`src/dual_dac_pkg.sv`:
```
package dual_dac_pkg;
  // timing base
  localparam int unsigned CLK_MHZ      = 125;     // pclk rate
  localparam int unsigned WAKE_FULL_NS = 13000;   // full power-down exit, 13 us
  localparam int unsigned WAKE_PART_NS = 1600;    // single channel exit, 1.6 us
  localparam int unsigned WAKE_W       = 11;      // wake timer width
  // least times round up to whole cycles
  localparam logic [WAKE_W-1:0] WAKE_FULL_CYC = WAKE_W'((WAKE_FULL_NS * CLK_MHZ + 999) / 1000);
  localparam logic [WAKE_W-1:0] WAKE_PART_CYC = WAKE_W'((WAKE_PART_NS * CLK_MHZ + 999) / 1000);
  localparam logic [WAKE_W-1:0] WAKE_ZERO     = 11'h000;
  // serial frame
  localparam int unsigned CNT_W      = 5;         // bit counter width
  localparam logic [CNT_W-1:0] FRAME_BITS = 5'h10; // bits per frame
  localparam logic [CNT_W-1:0] CNT_ZERO   = 5'h00;
  localparam logic [CNT_W-1:0] CNT_ONE    = 5'h01;
  // load function codes
  localparam logic [1:0] LF_BOTH   = 2'h0;        // shift data to both converters
  localparam logic [1:0] LF_INPUT  = 2'h1;        // shift data to one input register
  localparam logic [1:0] LF_COPY   = 2'h2;        // input register to converter
  localparam logic [1:0] LF_DIRECT = 2'h3;        // shift data to one converter
  // apb map
  localparam logic [11:0] ADDR_STATUS = 12'h000;  // live state
  localparam logic [11:0] ADDR_INPUT  = 12'h004;  // input registers
  localparam logic [11:0] ADDR_CONV   = 12'h008;  // converter registers
  localparam logic [11:0] ADDR_CTRL   = 12'h00c;  // link enable
  localparam logic        CTRL_RST    = 1'h1;     // link enabled after reset
  localparam logic [7:0]  CODE_ZERO   = 8'h00;
  // 16-bit frame, msb first
  typedef struct packed {
    logic       ref_source_select;
    logic       spare;
    logic       sync_load_bit;
    logic       chan_b_sleep;
    logic       chan_a_sleep;
    logic       chan_sel;
    logic       load_func_hi;
    logic       load_func_lo;
    logic [7:0] data;
  } frame_type;
  // analog-side controls
  typedef struct packed {
    logic [7:0] code_a;
    logic [7:0] code_b;
    logic       ref_external;
    logic       sleep_a;
    logic       sleep_b;
    logic       bias_off;
    logic       valid_a;
    logic       valid_b;
  } dac_ctl_type;
endpackage : dual_dac_pkg

```
`src/dual_dac_load_sequencer.sv`:
```
// Our own choices: the register offsets and the APB interface to the registers.
`timescale 1ns/1ps
module dual_dac_load_sequencer (
  input  wire logic                     pclk,
  input  wire logic                     presetn,
  input  wire logic                     psel,
  input  wire logic                     penable,
  input  wire logic                     pwrite,
  input  wire logic [11:0]              paddr,
  input  wire logic [31:0]              pwdata,
  output logic      [31:0]              prdata,
  output logic                          pready,
  output logic                          pslverr,
  input  wire logic                     wire_clock,
  input  wire logic                     frame_sel_n,
  input  wire logic                     serial_data,
  output dual_dac_pkg::dac_ctl_type     dac_ctl
);
  // synchronisers, stage 0 feeds stage 1 only
  logic [2:0]                           clk_sync_ff;   // clock, extra stage for edges
  logic [2:0]                           sel_sync_ff;   // frame select, extra stage
  logic [1:0]                           dat_sync_ff;   // serial data
  logic [15:0]                          shift_ff;      // input shift register
  logic [dual_dac_pkg::CNT_W-1:0]       cnt_ff;        // bits taken this frame
  logic [1:0][7:0]                      in_ff;         // input registers, 0 = a
  logic [1:0][7:0]                      dac_ff;        // converter registers
  logic [1:0][7:0]                      nxt_in;
  logic [1:0][7:0]                      nxt_dac;
  logic [1:0]                           sleep_ff;      // per channel power-down
  logic                                 ref_ext_ff;    // external reference chosen
  logic                                 por_hold_ff;   // no write since reset
  logic [1:0][dual_dac_pkg::WAKE_W-1:0] wake_ff;       // wake timers
  logic                                 link_en_ff;    // software link enable
  logic [31:0]                          prdata_ff;
  logic                                 pslverr_ff;
  logic                                 clk_rise;      // wire clock edge seen
  logic                                 sel_rise;      // frame end seen
  logic                                 exec;          // full frame to act on
  logic                                 sel_low;
  dual_dac_pkg::frame_type              fr;            // decoded frame
  logic                                 ch;            // selected channel
  logic [1:0][dual_dac_pkg::WAKE_W-1:0] dark_ff;       // cycles awake but still settling

  // two load function bits read as one code
  function automatic logic [1:0] load_code(input dual_dac_pkg::frame_type f);
    load_code = {f.load_func_hi, f.load_func_lo};
  endfunction : load_code

  // two flops on every pin before use
  always_ff @(posedge pclk or negedge presetn) begin
    if (!presetn) begin
      clk_sync_ff <= 3'h0;
      sel_sync_ff <= 3'h7;
      dat_sync_ff <= 2'h0;
    end else begin
      clk_sync_ff <= {clk_sync_ff[1:0], wire_clock};
      sel_sync_ff <= {sel_sync_ff[1:0], frame_sel_n};
      dat_sync_ff <= {dat_sync_ff[0], serial_data};
    end
  end

  // edge detection on the second and third stages
  assign clk_rise = clk_sync_ff[1] & ~clk_sync_ff[2];
  assign sel_rise = sel_sync_ff[1] & ~sel_sync_ff[2];
  assign sel_low  = ~sel_sync_ff[1];
  // a frame acts only with all sixteen bits in
  assign exec     = sel_rise & link_en_ff & (cnt_ff == dual_dac_pkg::FRAME_BITS);
  assign fr       = dual_dac_pkg::frame_type'(shift_ff);
  assign ch       = fr.chan_sel;

  // shift register and bit count
  always_ff @(posedge pclk or negedge presetn) begin
    if (!presetn) begin
      shift_ff <= 16'h0000;
      cnt_ff   <= dual_dac_pkg::CNT_ZERO;
    end else if (!sel_low) begin
      // select high: nothing shifts, count restarts
      cnt_ff <= dual_dac_pkg::CNT_ZERO;
    end else if (clk_rise) begin
      // msb arrives first, so shift toward the top
      shift_ff <= {shift_ff[14:0], dat_sync_ff[1]};
      if (cnt_ff != dual_dac_pkg::FRAME_BITS) begin
        cnt_ff <= cnt_ff + dual_dac_pkg::CNT_ONE;
      end
    end
  end

  // load decode for input and converter registers
  always_comb begin
    nxt_in  = in_ff;
    nxt_dac = dac_ff;
    if (fr.sync_load_bit) begin
      // write input, then update both converters together
      nxt_in[ch] = fr.data;
      nxt_dac    = nxt_in;
    end else begin
      unique case (load_code(fr))
        dual_dac_pkg::LF_BOTH: begin
          nxt_dac[0] = fr.data;
          nxt_dac[1] = fr.data;
        end
        dual_dac_pkg::LF_INPUT: begin
          nxt_in[ch] = fr.data;
          // converters still transparent before the first write
          if (por_hold_ff) begin
            nxt_dac = nxt_in;
          end
        end
        dual_dac_pkg::LF_COPY: begin
          nxt_dac[ch] = in_ff[ch];
        end
        dual_dac_pkg::LF_DIRECT: begin
          nxt_dac[ch] = fr.data;
        end
      endcase
    end
  end

  // data registers; sleep bits never touch them
  always_ff @(posedge pclk or negedge presetn) begin
    if (!presetn) begin
      in_ff       <= {dual_dac_pkg::CODE_ZERO, dual_dac_pkg::CODE_ZERO};
      dac_ff      <= {dual_dac_pkg::CODE_ZERO, dual_dac_pkg::CODE_ZERO};
      por_hold_ff <= 1'b1;
    end else if (exec) begin
      in_ff       <= nxt_in;
      dac_ff      <= nxt_dac;
      por_hold_ff <= 1'b0;
    end
  end

  // reference and power-down mode bits
  always_ff @(posedge pclk or negedge presetn) begin
    if (!presetn) begin
      ref_ext_ff <= 1'b0;
      sleep_ff   <= 2'h0;
    end else if (exec) begin
      ref_ext_ff <= fr.ref_source_select;
      sleep_ff   <= {fr.chan_b_sleep, fr.chan_a_sleep};
    end
  end

  // wake timers, started when a channel leaves power-down
  always_ff @(posedge pclk or negedge presetn) begin
    if (!presetn) begin
      wake_ff <= {dual_dac_pkg::WAKE_ZERO, dual_dac_pkg::WAKE_ZERO};
    end else begin
      for (int i = 0; i < 2; i++) begin
        if (exec && sleep_ff[i]
            && !(i == 0 ? fr.chan_a_sleep : fr.chan_b_sleep)) begin
          // bias was off only if both slept
          if (&sleep_ff) begin
            wake_ff[i] <= dual_dac_pkg::WAKE_FULL_CYC;
          end else begin
            wake_ff[i] <= dual_dac_pkg::WAKE_PART_CYC;
          end
        end else if (wake_ff[i] != dual_dac_pkg::WAKE_ZERO) begin
          wake_ff[i] <= wake_ff[i] - 11'h001;
        end
      end
    end
  end

  // cycles each awake channel has spent settling, for the wake checks
  always_ff @(posedge pclk or negedge presetn) begin
    if (!presetn) begin
      dark_ff <= {dual_dac_pkg::WAKE_ZERO, dual_dac_pkg::WAKE_ZERO};
    end else begin
      for (int i = 0; i < 2; i++) begin
        if (sleep_ff[i] || wake_ff[i] == dual_dac_pkg::WAKE_ZERO) begin
          // asleep or settled: nothing to count
          dark_ff[i] <= dual_dac_pkg::WAKE_ZERO;
        end else begin
          dark_ff[i] <= dark_ff[i] + 11'h001;
        end
      end
    end
  end

  // software control register
  always_ff @(posedge pclk or negedge presetn) begin
    if (!presetn) begin
      link_en_ff <= dual_dac_pkg::CTRL_RST;
    end else if (psel && penable && pwrite && paddr == dual_dac_pkg::ADDR_CTRL) begin
      link_en_ff <= pwdata[0];
    end
  end

  // read data captured in the setup cycle
  always_ff @(posedge pclk or negedge presetn) begin
    if (!presetn) begin
      prdata_ff  <= 32'h0000_0000;
      pslverr_ff <= 1'b0;
    end else if (psel && !penable) begin
      pslverr_ff <= 1'b0;
      prdata_ff  <= 32'h0000_0000;
      unique case (paddr)
        dual_dac_pkg::ADDR_STATUS: prdata_ff <= {23'h000000, cnt_ff, por_hold_ff,
                                                 dac_ctl.valid_b, dac_ctl.valid_a,
                                                 ref_ext_ff};
        dual_dac_pkg::ADDR_INPUT:  prdata_ff <= {16'h0000, in_ff};
        dual_dac_pkg::ADDR_CONV:   prdata_ff <= {16'h0000, dac_ff};
        dual_dac_pkg::ADDR_CTRL:   prdata_ff <= {29'h00000000, sleep_ff, link_en_ff};
        default:                   pslverr_ff <= 1'b1;
      endcase
    end
  end

  // bus handshake: always ready in the access phase
  assign pready  = 1'b1;
  assign prdata  = prdata_ff;
  assign pslverr = pslverr_ff;

  // analog side controls
  assign dac_ctl.code_a       = dac_ff[0];
  assign dac_ctl.code_b       = dac_ff[1];
  assign dac_ctl.ref_external = ref_ext_ff;
  assign dac_ctl.sleep_a      = sleep_ff[0];
  assign dac_ctl.sleep_b      = sleep_ff[1];
  assign dac_ctl.bias_off     = &sleep_ff;
  assign dac_ctl.valid_a      = !sleep_ff[0] && wake_ff[0] == dual_dac_pkg::WAKE_ZERO;
  assign dac_ctl.valid_b      = !sleep_ff[1] && wake_ff[1] == dual_dac_pkg::WAKE_ZERO;

  // checks
  AST_NO_SHIFT_HIGH: assert property (@(posedge pclk) disable iff (!presetn)
    !sel_low |=> cnt_ff == dual_dac_pkg::CNT_ZERO)
    else $error("count moved while select high");
  AST_SHORT_DROP: assert property (@(posedge pclk) disable iff (!presetn)
    sel_rise && cnt_ff != dual_dac_pkg::FRAME_BITS |=> $stable(in_ff) && $stable(dac_ff)
    && $stable(sleep_ff) && $stable(ref_ext_ff))
    else $error("short frame changed state");
  AST_BOTH_LOAD: assert property (@(posedge pclk) disable iff (!presetn)
    exec && !fr.sync_load_bit && !fr.load_func_hi && !fr.load_func_lo
    |=> dac_ff[0] == $past(fr.data) && dac_ff[1] == $past(fr.data))
    else $error("both converters not loaded");
  AST_INPUT_WR: assert property (@(posedge pclk) disable iff (!presetn)
    exec && !fr.sync_load_bit && !fr.load_func_hi && fr.load_func_lo
    |=> in_ff[$past(ch)] == $past(fr.data) && in_ff[!$past(ch)] == $past(in_ff[!ch]))
    else $error("input register write wrong");
  AST_COPY: assert property (@(posedge pclk) disable iff (!presetn)
    exec && !fr.sync_load_bit && fr.load_func_hi && !fr.load_func_lo
    |=> dac_ff[$past(ch)] == $past(in_ff[ch]) && $stable(in_ff))
    else $error("copy to converter wrong");
  AST_DIRECT: assert property (@(posedge pclk) disable iff (!presetn)
    exec && !fr.sync_load_bit && fr.load_func_hi && fr.load_func_lo
    |=> dac_ff[$past(ch)] == $past(fr.data) && $stable(in_ff))
    else $error("direct converter write wrong");
  AST_SYNC_LOAD: assert property (@(posedge pclk) disable iff (!presetn)
    exec && fr.sync_load_bit |=> in_ff[$past(ch)] == $past(fr.data) && dac_ff == in_ff)
    else $error("sync load wrong");
  AST_REF: assert property (@(posedge pclk) disable iff (!presetn)
    exec |=> dac_ctl.ref_external == $past(fr.ref_source_select))
    else $error("reference select not taken");
  AST_SLEEP: assert property (@(posedge pclk) disable iff (!presetn)
    exec |=> dac_ctl.sleep_a == $past(fr.chan_a_sleep) && dac_ctl.sleep_b == $past(fr.chan_b_sleep))
    else $error("sleep bits not taken");
  AST_BIAS: assert property (@(posedge pclk) disable iff (!presetn)
    exec |=> dac_ctl.bias_off == ($past(fr.chan_a_sleep) && $past(fr.chan_b_sleep)))
    else $error("bias state wrong");
  AST_FULL_WAKE: assert property (@(posedge pclk) disable iff (!presetn)
    exec && (&sleep_ff) && !fr.chan_a_sleep
    |=> wake_ff[0] == dual_dac_pkg::WAKE_FULL_CYC ##0 !dac_ctl.valid_a [*8])
    else $error("full wake interval wrong");
  AST_PART_WAKE: assert property (@(posedge pclk) disable iff (!presetn)
    exec && sleep_ff == 2'h2 && !fr.chan_b_sleep
    |=> wake_ff[1] == dual_dac_pkg::WAKE_PART_CYC ##0 !dac_ctl.valid_b [*8])
    else $error("partial wake interval wrong");
  AST_POR: assert property (@(posedge pclk) disable iff (!presetn)
    por_hold_ff |-> dac_ff == 16'h0000 && in_ff == 16'h0000)
    else $error("reset state not zero");

  // intake and bus checks
  AST_CNT_MAX: assert property (@(posedge pclk) disable iff (!presetn)
    cnt_ff <= dual_dac_pkg::FRAME_BITS)
    else $error("bit count past sixteen");
  AST_SHIFT_IN: assert property (@(posedge pclk) disable iff (!presetn)
    sel_low && clk_rise |=> shift_ff[0] == $past(dat_sync_ff[1]))
    else $error("serial bit not shifted in");
  AST_LINK_OFF: assert property (@(posedge pclk) disable iff (!presetn)
    sel_rise && !link_en_ff |=> $stable(in_ff) && $stable(dac_ff)
    && $stable(sleep_ff) && $stable(ref_ext_ff))
    else $error("disabled link changed state");
  AST_REG_HOLD: assert property (@(posedge pclk) disable iff (!presetn)
    !exec |=> $stable(in_ff) && $stable(dac_ff))
    else $error("registers moved without a frame");
  AST_BAD_ADDR: assert property (@(posedge pclk) disable iff (!presetn)
    psel && !penable && paddr != dual_dac_pkg::ADDR_STATUS
    && paddr != dual_dac_pkg::ADDR_INPUT && paddr != dual_dac_pkg::ADDR_CONV
    && paddr != dual_dac_pkg::ADDR_CTRL |=> pslverr && prdata == 32'h0000_0000)
    else $error("unmapped access not refused");
  AST_CTRL_WR: assert property (@(posedge pclk) disable iff (!presetn)
    psel && penable && pwrite && paddr == dual_dac_pkg::ADDR_CTRL
    |=> link_en_ff == $past(pwdata[0]))
    else $error("link enable not written");
  AST_STATUS_RD: assert property (@(posedge pclk) disable iff (!presetn)
    psel && !penable && paddr == dual_dac_pkg::ADDR_STATUS
    |=> prdata[0] == $past(ref_ext_ff) && prdata[3] == $past(por_hold_ff))
    else $error("status word wrong");

  // power-on, sleep and wake interval checks
  AST_POR_THRU: assert property (@(posedge pclk) disable iff (!presetn)
    exec && por_hold_ff && !fr.sync_load_bit && load_code(fr) == dual_dac_pkg::LF_INPUT
    |=> dac_ff == in_ff)
    else $error("converters not transparent before first write");
  AST_SLEEP_DARK_A: assert property (@(posedge pclk) disable iff (!presetn)
    exec && fr.chan_a_sleep |=> !dac_ctl.valid_a)
    else $error("sleeping channel a shown valid");
  AST_SLEEP_DARK_B: assert property (@(posedge pclk) disable iff (!presetn)
    exec && fr.chan_b_sleep |=> !dac_ctl.valid_b)
    else $error("sleeping channel b shown valid");
  AST_FULL_WAKE_B: assert property (@(posedge pclk) disable iff (!presetn)
    exec && (&sleep_ff) && !fr.chan_b_sleep
    |=> wake_ff[1] == dual_dac_pkg::WAKE_FULL_CYC ##0 !dac_ctl.valid_b [*8])
    else $error("full wake interval wrong on b");
  AST_PART_WAKE_A: assert property (@(posedge pclk) disable iff (!presetn)
    exec && sleep_ff == 2'h1 && !fr.chan_a_sleep
    |=> wake_ff[0] == dual_dac_pkg::WAKE_PART_CYC ##0 !dac_ctl.valid_a [*8])
    else $error("partial wake interval wrong on a");
  AST_RUN_A: assert property (@(posedge pclk) disable iff (!presetn)
    $rose(dac_ctl.valid_a) |-> dark_ff[0] == dual_dac_pkg::WAKE_FULL_CYC
    || dark_ff[0] == dual_dac_pkg::WAKE_PART_CYC)
    else $error("channel a woke after wrong interval");
  AST_RUN_B: assert property (@(posedge pclk) disable iff (!presetn)
    $rose(dac_ctl.valid_b) |-> dark_ff[1] == dual_dac_pkg::WAKE_FULL_CYC
    || dark_ff[1] == dual_dac_pkg::WAKE_PART_CYC)
    else $error("channel b woke after wrong interval");
endmodule : dual_dac_load_sequencer

```
`config.mk`:
```
export PLATFORM = sky130hd
export DESIGN_NAME = dual_dac_load_sequencer
export DESIGN_NICKNAME = d
export VERILOG_FILES = /design/src/dual_dac_pkg.sv /design/src/dual_dac_load_sequencer.sv
export SDC_FILE = /design/constraint.sdc
export NUM_CORES = 1
export LEC_CHECK = 0
export ABC_AREA = 1
export ABC_CLOCK_PERIOD_IN_PS = 1600
export BUFFER_PORTS_ARGS = -buffer_cell sky130_fd_sc_hd__buf_2
export CAP_MARGIN = 20
export CORE_ASPECT_RATIO = 0.9
export CORE_MARGIN = 5
export CORE_UTILIZATION = 45
export CTS_BUF_LIST = sky130_fd_sc_hd__clkbuf_4 sky130_fd_sc_hd__clkbuf_8 sky130_fd_sc_hd__clkbuf_16
export DETAILED_ROUTE_END_ITERATION = 8
export MAX_ROUTING_LAYER = met4
export PLACE_DENSITY = 0.8
export SKIP_LAST_GASP = 1
export SYNTH_ARGS = -nofsm -noshare
export SYNTH_HDL_FRONTEND = slang
export SYNTH_SLANG_ARGS = --single-unit
```
`constraint.sdc`:
```
create_clock -name pclk -period 1.6 [get_ports pclk]
set_clock_uncertainty 0.1 [all_clocks]
set_input_delay 0.24 -clock pclk [delete_from_list [all_inputs] [get_ports pclk]]
set_output_delay 0.24 -clock pclk [all_outputs]
set_load 0.03 [all_outputs]
```
# Word level (Yosys, flattened, before mapping)

Index checks and enable logic that the tools add are counted.

Register bits after elaboration: 121
Output and inout port bits: 56
Word-level logic and storage cells: 93

Add/sub/neg operators: 3
$lt $le $gt $ge: 2
Eq/ne operators: 9
Muxes and demuxes: 22
Bitwise logic cells: 7
Reductions and logical operators: 33

Operators by type and width:

| operator                                            | count |
|---|---|
| case mux 16 bit (4 select lines)                    | 2 |
| two-way mux 16 bit                                  | 4 |
| two-way mux 11 bit                                  | 5 |
| bitwise mux 16 bit                                  | 3 |
| == test 12 x 4 -> 1 bit (second input constant)     | 2 |
| two-way mux 8 bit                                   | 3 |
| logical NOT 11 bit                                  | 2 |
| nonzero test 11 bit                                 | 2 |
| subtractor 11 x 1 -> 11 bit (second input constant) | 2 |
| two-way mux 5 bit                                   | 3 |
| == test 12 x 3 -> 1 bit (second input constant)     | 1 |
| logical NOT 12 bit                                  | 1 |
| logical AND 1 bit                                   | 11 |
| AND reduction 2 bit                                 | 5 |
| nonzero test 2 bit                                  | 5 |
| demux 8 bit (select 1 bit)                          | 1 |
| adder 5 x 1 -> 5 bit (second input constant)        | 1 |
| == test 5 bit (second input constant)               | 1 |
| logical NOT 1 bit                                   | 5 |
| inequality test 5 bit (second input constant)       | 1 |
| AND 1 bit                                           | 4 |
| == test 2 bit (second input constant)               | 2 |
| OR reduction 4 bit                                  | 1 |
| inequality test 3 bit (second input constant)       | 1 |
| 6 further kinds                                     | 8 |

# Logic depth before layout (Yosys ltp)

Word-level depth: 8
Depth in mapped cells: 10

# Worst setup path after synthesis

No wires, ideal clock.

Kind: register to output
From: register wake_ff[0] (netlist bit)
To: output dac_ctl[1] (netlist bit)
Arrival time: 1397 ps
Data required time: 1260 ps
Slack: -137 ps
Stages on the path, launching flop included: 7
Path buffers: 0
Cells stage by stage: dfrtp_1 clkinv_1 ha_1 inv_1 nor3_1 nand4_1 nor2_1

RTL lines:

| element                         | line                           | text |
|---|---|---|
| start, declared                 | dual_dac_load_sequencer.sv:32  | `logic [1:0][dual_dac_pkg::WAKE_W-1:0] wake_ff;` |
| start signal, assigned          | dual_dac_load_sequencer.sv:146 | `wake_ff <= {dual_dac_pkg::WAKE_ZERO, dual_dac_pkg::WAKE_ZERO};` |
| start signal, assigned by index | dual_dac_load_sequencer.sv:153 | `wake_ff[i] <= dual_dac_pkg::WAKE_FULL_CYC;` |
| start signal, assigned by index | dual_dac_load_sequencer.sv:155 | `wake_ff[i] <= dual_dac_pkg::WAKE_PART_CYC;` |
| end, declared                   | dual_dac_load_sequencer.sv:17  | `output dual_dac_pkg::dac_ctl_type dac_ctl` |

==> impl_results.md <==
* Most common cell after layout, fill and taps aside: sky130_fd_sc_hd__nand2_1
* Category of the most critical setup path: flip-flop to output pin
* Unique cell type count in the Yosys netlist at 35
* Diode count at 0
* Status: complete, but fails checks
* Unrepaired setup endpoints after global routing: true
* Tot GR Track Use at 0.2192
* Static leakage power at 0.004100 uW
* Register-to-register setup slack at -0.25 ns
* Clock Pin Slew Worst Setup and Hold Paths at 0.08 ns
* Post-synthesis sequential area ratio at 0.4433
* 1st-iter DRT viols at 716
* Number of register bits inferred by synthesis at 105
* Overall power consumption at 6349 uW
* Chip Height at 119 microns
* End of the worst register-to-register path: dac_ctl[10]$_DFFE_PN0P_
* Smallest setup slack after layout at -0.3558 ns
* Logic depth of the worst register-to-register path at 11
* IR Drop Worst-Case VDD at 606.5 uV
* Residual DRC at 0
* Filler cell count in the final layout at 1,037
* Layout cell share with drive strength beyond 1 at 0.2887
* Launching element type of the critical path: flip-flop
* Violated checks: setup timing
* Most frequent cells in the layout: sky130_fd_sc_hd__nand2_1 (226), sky130_fd_sc_hd__dfrtp_1 (98), sky130_fd_sc_hd__inv_1 (71)
* FMAX at 0.5113 GHz
* Pin count of the biggest net entering global routing at 46
* Post-synth design cell area at 5941 sq um
* Total of max-cap violations at 0
* Starting density of the core at 0.4629
* Num CTS Buffers at 9
* Critical Path Sink Type: output pin
* Remaining global-route overflow at 0
* Top-area cell type share of the netlist area at 0.4212
* Number of rows created at floorplan at 39
* Final number of hold-violating endpoints at 0
* Total negative slack for setup checks at -11.34 ns
* Post-detailed-route via-to-cell ratio at 5.461
* Clock sink total at 105
* Setup violators final at 58
* CTS tree: yes
* Critical path data arrival time at 1.62 ns
* Multi-input gate area at 3157 sq um
* Required time at the worst-slack endpoint at 1.26 ns
* CP Max Fanout at 2
* Pwr per Cell Area at 809.0 nW/um^2
* Leading post-synthesis cells by cell area: sky130_fd_sc_hd__dfrtp_1 (42%), sky130_fd_sc_hd__nand2_1 (16%), sky130_fd_sc_hd__o21ai_0 (7.2%)
* Die area at 15,600 sq um
* Average footprint of a synthesized cell at 7.254 sq um
* Cell taking the most area after synthesis: sky130_fd_sc_hd__dfrtp_1
* Slew HR at 0.6391
* Minimum period implied by the final worst setup slack at 1.956 ns
* Number of global-route vias before repair at 5,727
* IO buf count at 59
* Worst-skew pair later-pin latency at 0.37 ns
* Syn-to-layout area delta at 32.10%
* Routed wire length at 17,940 microns
* Slew @ Worst Pin at 0.5357 ns
* Number of H-tree levels at 3
* Num ports at 108
* Storage element area at 2636 sq um
* First-pass GRT wire length at 27,700 microns
* Root cell of the clock tree: sky130_fd_sc_hd__clkbuf_16
* Class of the most critical hold timing path: input pin to flip-flop
* Count of synthesis-stage warnings from yosys at 0
* Worst hold margin at 0.03056 ns
* Critical hold path startpoint: pwdata[0]
* Max-slew violation count at 0
* Via count at 6,155
* Worst Hold Depth at 2
* Estimated wirelength of the detail-placed design at 11,320 microns
* Die Span X at 131.1 microns
* Post-detailed-route wirelength per cell at 15.92 microns
* RD Place Congestion at 0.9114
* Area of the placeable core at 12,830 sq um
* CTS Buffer Depth at 2
* Final Core Density at 0.6115
* Portion of the clock cycle consumed by the worst path in the final layout at 1.222
* Initial antenna violation count at 0
* Remaining antenna violation count after routing at 0
* Pre-antenna DRT Iters at 5
* Cells after synthesis at 819
* Nets at 1,016
* Launch instance of the worst register-to-register path: cnt_ff[0]$_DFFE_PN0P_
* Endpoint with the worst hold slack: link_en_ff$_DFFE_PN1P_
## what timing repair did
item	in CTS	in global routing
setup endpoints to repair	57	61
buffers inserted	15	13
endpoints found under the hold margin	103	0
gates cloned	5	3
pin swaps	9	16
hold buffers	4	0
gates resized for setup	68	85
## worst max path at each step
stage | start | to | slack [ns] | depth (start not counted)
3_3_place_gp | cnt_ff[0]$_DFFE_PN0P_ | wake_ff[20]$_DFFE_PN0P_ | -0.17 | 10
4_1_cts | wake_ff[9]$_DFFE_PN0P_ | dac_ctl[1] | -0.35 | 6
5_1_grt | wake_ff[12]$_DFFE_PN0P_ | dac_ctl[0] | -0.44 | 7
6_report | wake_ff[12]$_DFFE_PN0P_ | dac_ctl[0] | -0.36 | 7
3_5_place_dp | cnt_ff[1]$_DFFE_PN0P_ | wake_ff[20]$_DFFE_PN0P_ | -0.23 | 10
2_1_floorplan | cnt_ff[0]$_DFFE_PN0P_ | dac_ctl[14]$_DFFE_PN0P_ | -0.05 | 10
## registers in the layout, indices dropped and copies added (netlist names)
signal / count
por_hold_ff: 1
sel_sync_ff: 3
dat_sync_ff: 2
sleep_ff: 2
dac_ctl: 16
fr: 16
in_ff: 16
cnt_ff: 5
link_en_ff: 1
wake_ff: 22
prdata: 16
pslverr: 1
clk_sync_ff: 3
ref_ext_ff: 1
## cells by family after synthesis
logic type,after synthesis,share of synthesized area
xor gates and xnor gates,9,0.01327
buffers and inverters,133,0.09941
and+or+nand+nor,431,0.3054
AOI/OAI and AO/OA,133,0.1247
DFF,105,0.4433
other,2,0.001264
adders and majority gates,6,0.01264
## cell usage after synthesis (all sizes together)
cell    count
a21boi      1
a21oi      18
buf        29
clkbuf     15
clkinv      3
conb        2
dfrtp     100
dfstp       5
ha          6
inv        86
nand2     263
nand3      55
nand3b      1
nand4      29
nor2       70
nor3       10
o211ai     10
o21a        4
o21ai      89
o21bai      2
o22ai       7
o31a        1
o31ai       1
or2         3
xnor2       3
xor2        6
## report_power, final
| group | leakage, uW | internal (uW) | switching (uW) |
|---|---|---|---|
| Sequential | 0.00141 | 2760 | 113 |
| Combinational | 0.00255 | 388 | 874 |
| Clock | 0.000141 | 1100 | 1120 |
| Total | 0.00410 | 4240 | 2100 |
## layer usage
metal  track usage  vias up  part of all wire
met1        0.2828     2907              0.41
li1              -     2908                 -
met2        0.3423      291              0.48
met3       0.04553       49             0.082
met4       0.08117        0             0.028
met5             -        -                 0
## critical path, stage by stage, from the launching register on
cell and delay (ns):
sky130_fd_sc_hd__dfrtp_1 0.40, sky130_fd_sc_hd__inv_2 0.09, sky130_fd_sc_hd__ha_4 0.13, sky130_fd_sc_hd__nand2_1 0.06
sky130_fd_sc_hd__nor3_2 0.10, sky130_fd_sc_hd__nand4_1 0.17, sky130_fd_sc_hd__nor2_2 0.16, sky130_fd_sc_hd__buf_6 0.14
## cell type report
class / instances / share of cell area
Clock buffer: 9 / 0.02870
Clock inverter: 7 / 0.008929
Inverter: 89 / 0.04401
Multi-Input combinational cell: 599 / 0.4023
Sequential cell: 105 / 0.3359
Tap cell: 164 / 0.02615
Timing Repair Buffer: 153 / 0.1532
Timing Repair inverter: 1 / 0.0007972
## metrics by stage
step                area (sq um)  std cells  setup WS (ns)
CTS                         7452       1112        -0.3480
floorplan                   6030        834       -0.05341
detailed placement          6794       1072        -0.2306
global placement            6794       1072        -0.1690
global route                7848       1127        -0.4426
finish                      7848       1127        -0.3558
No activity file was read; power rests on OpenSTA's default activity.
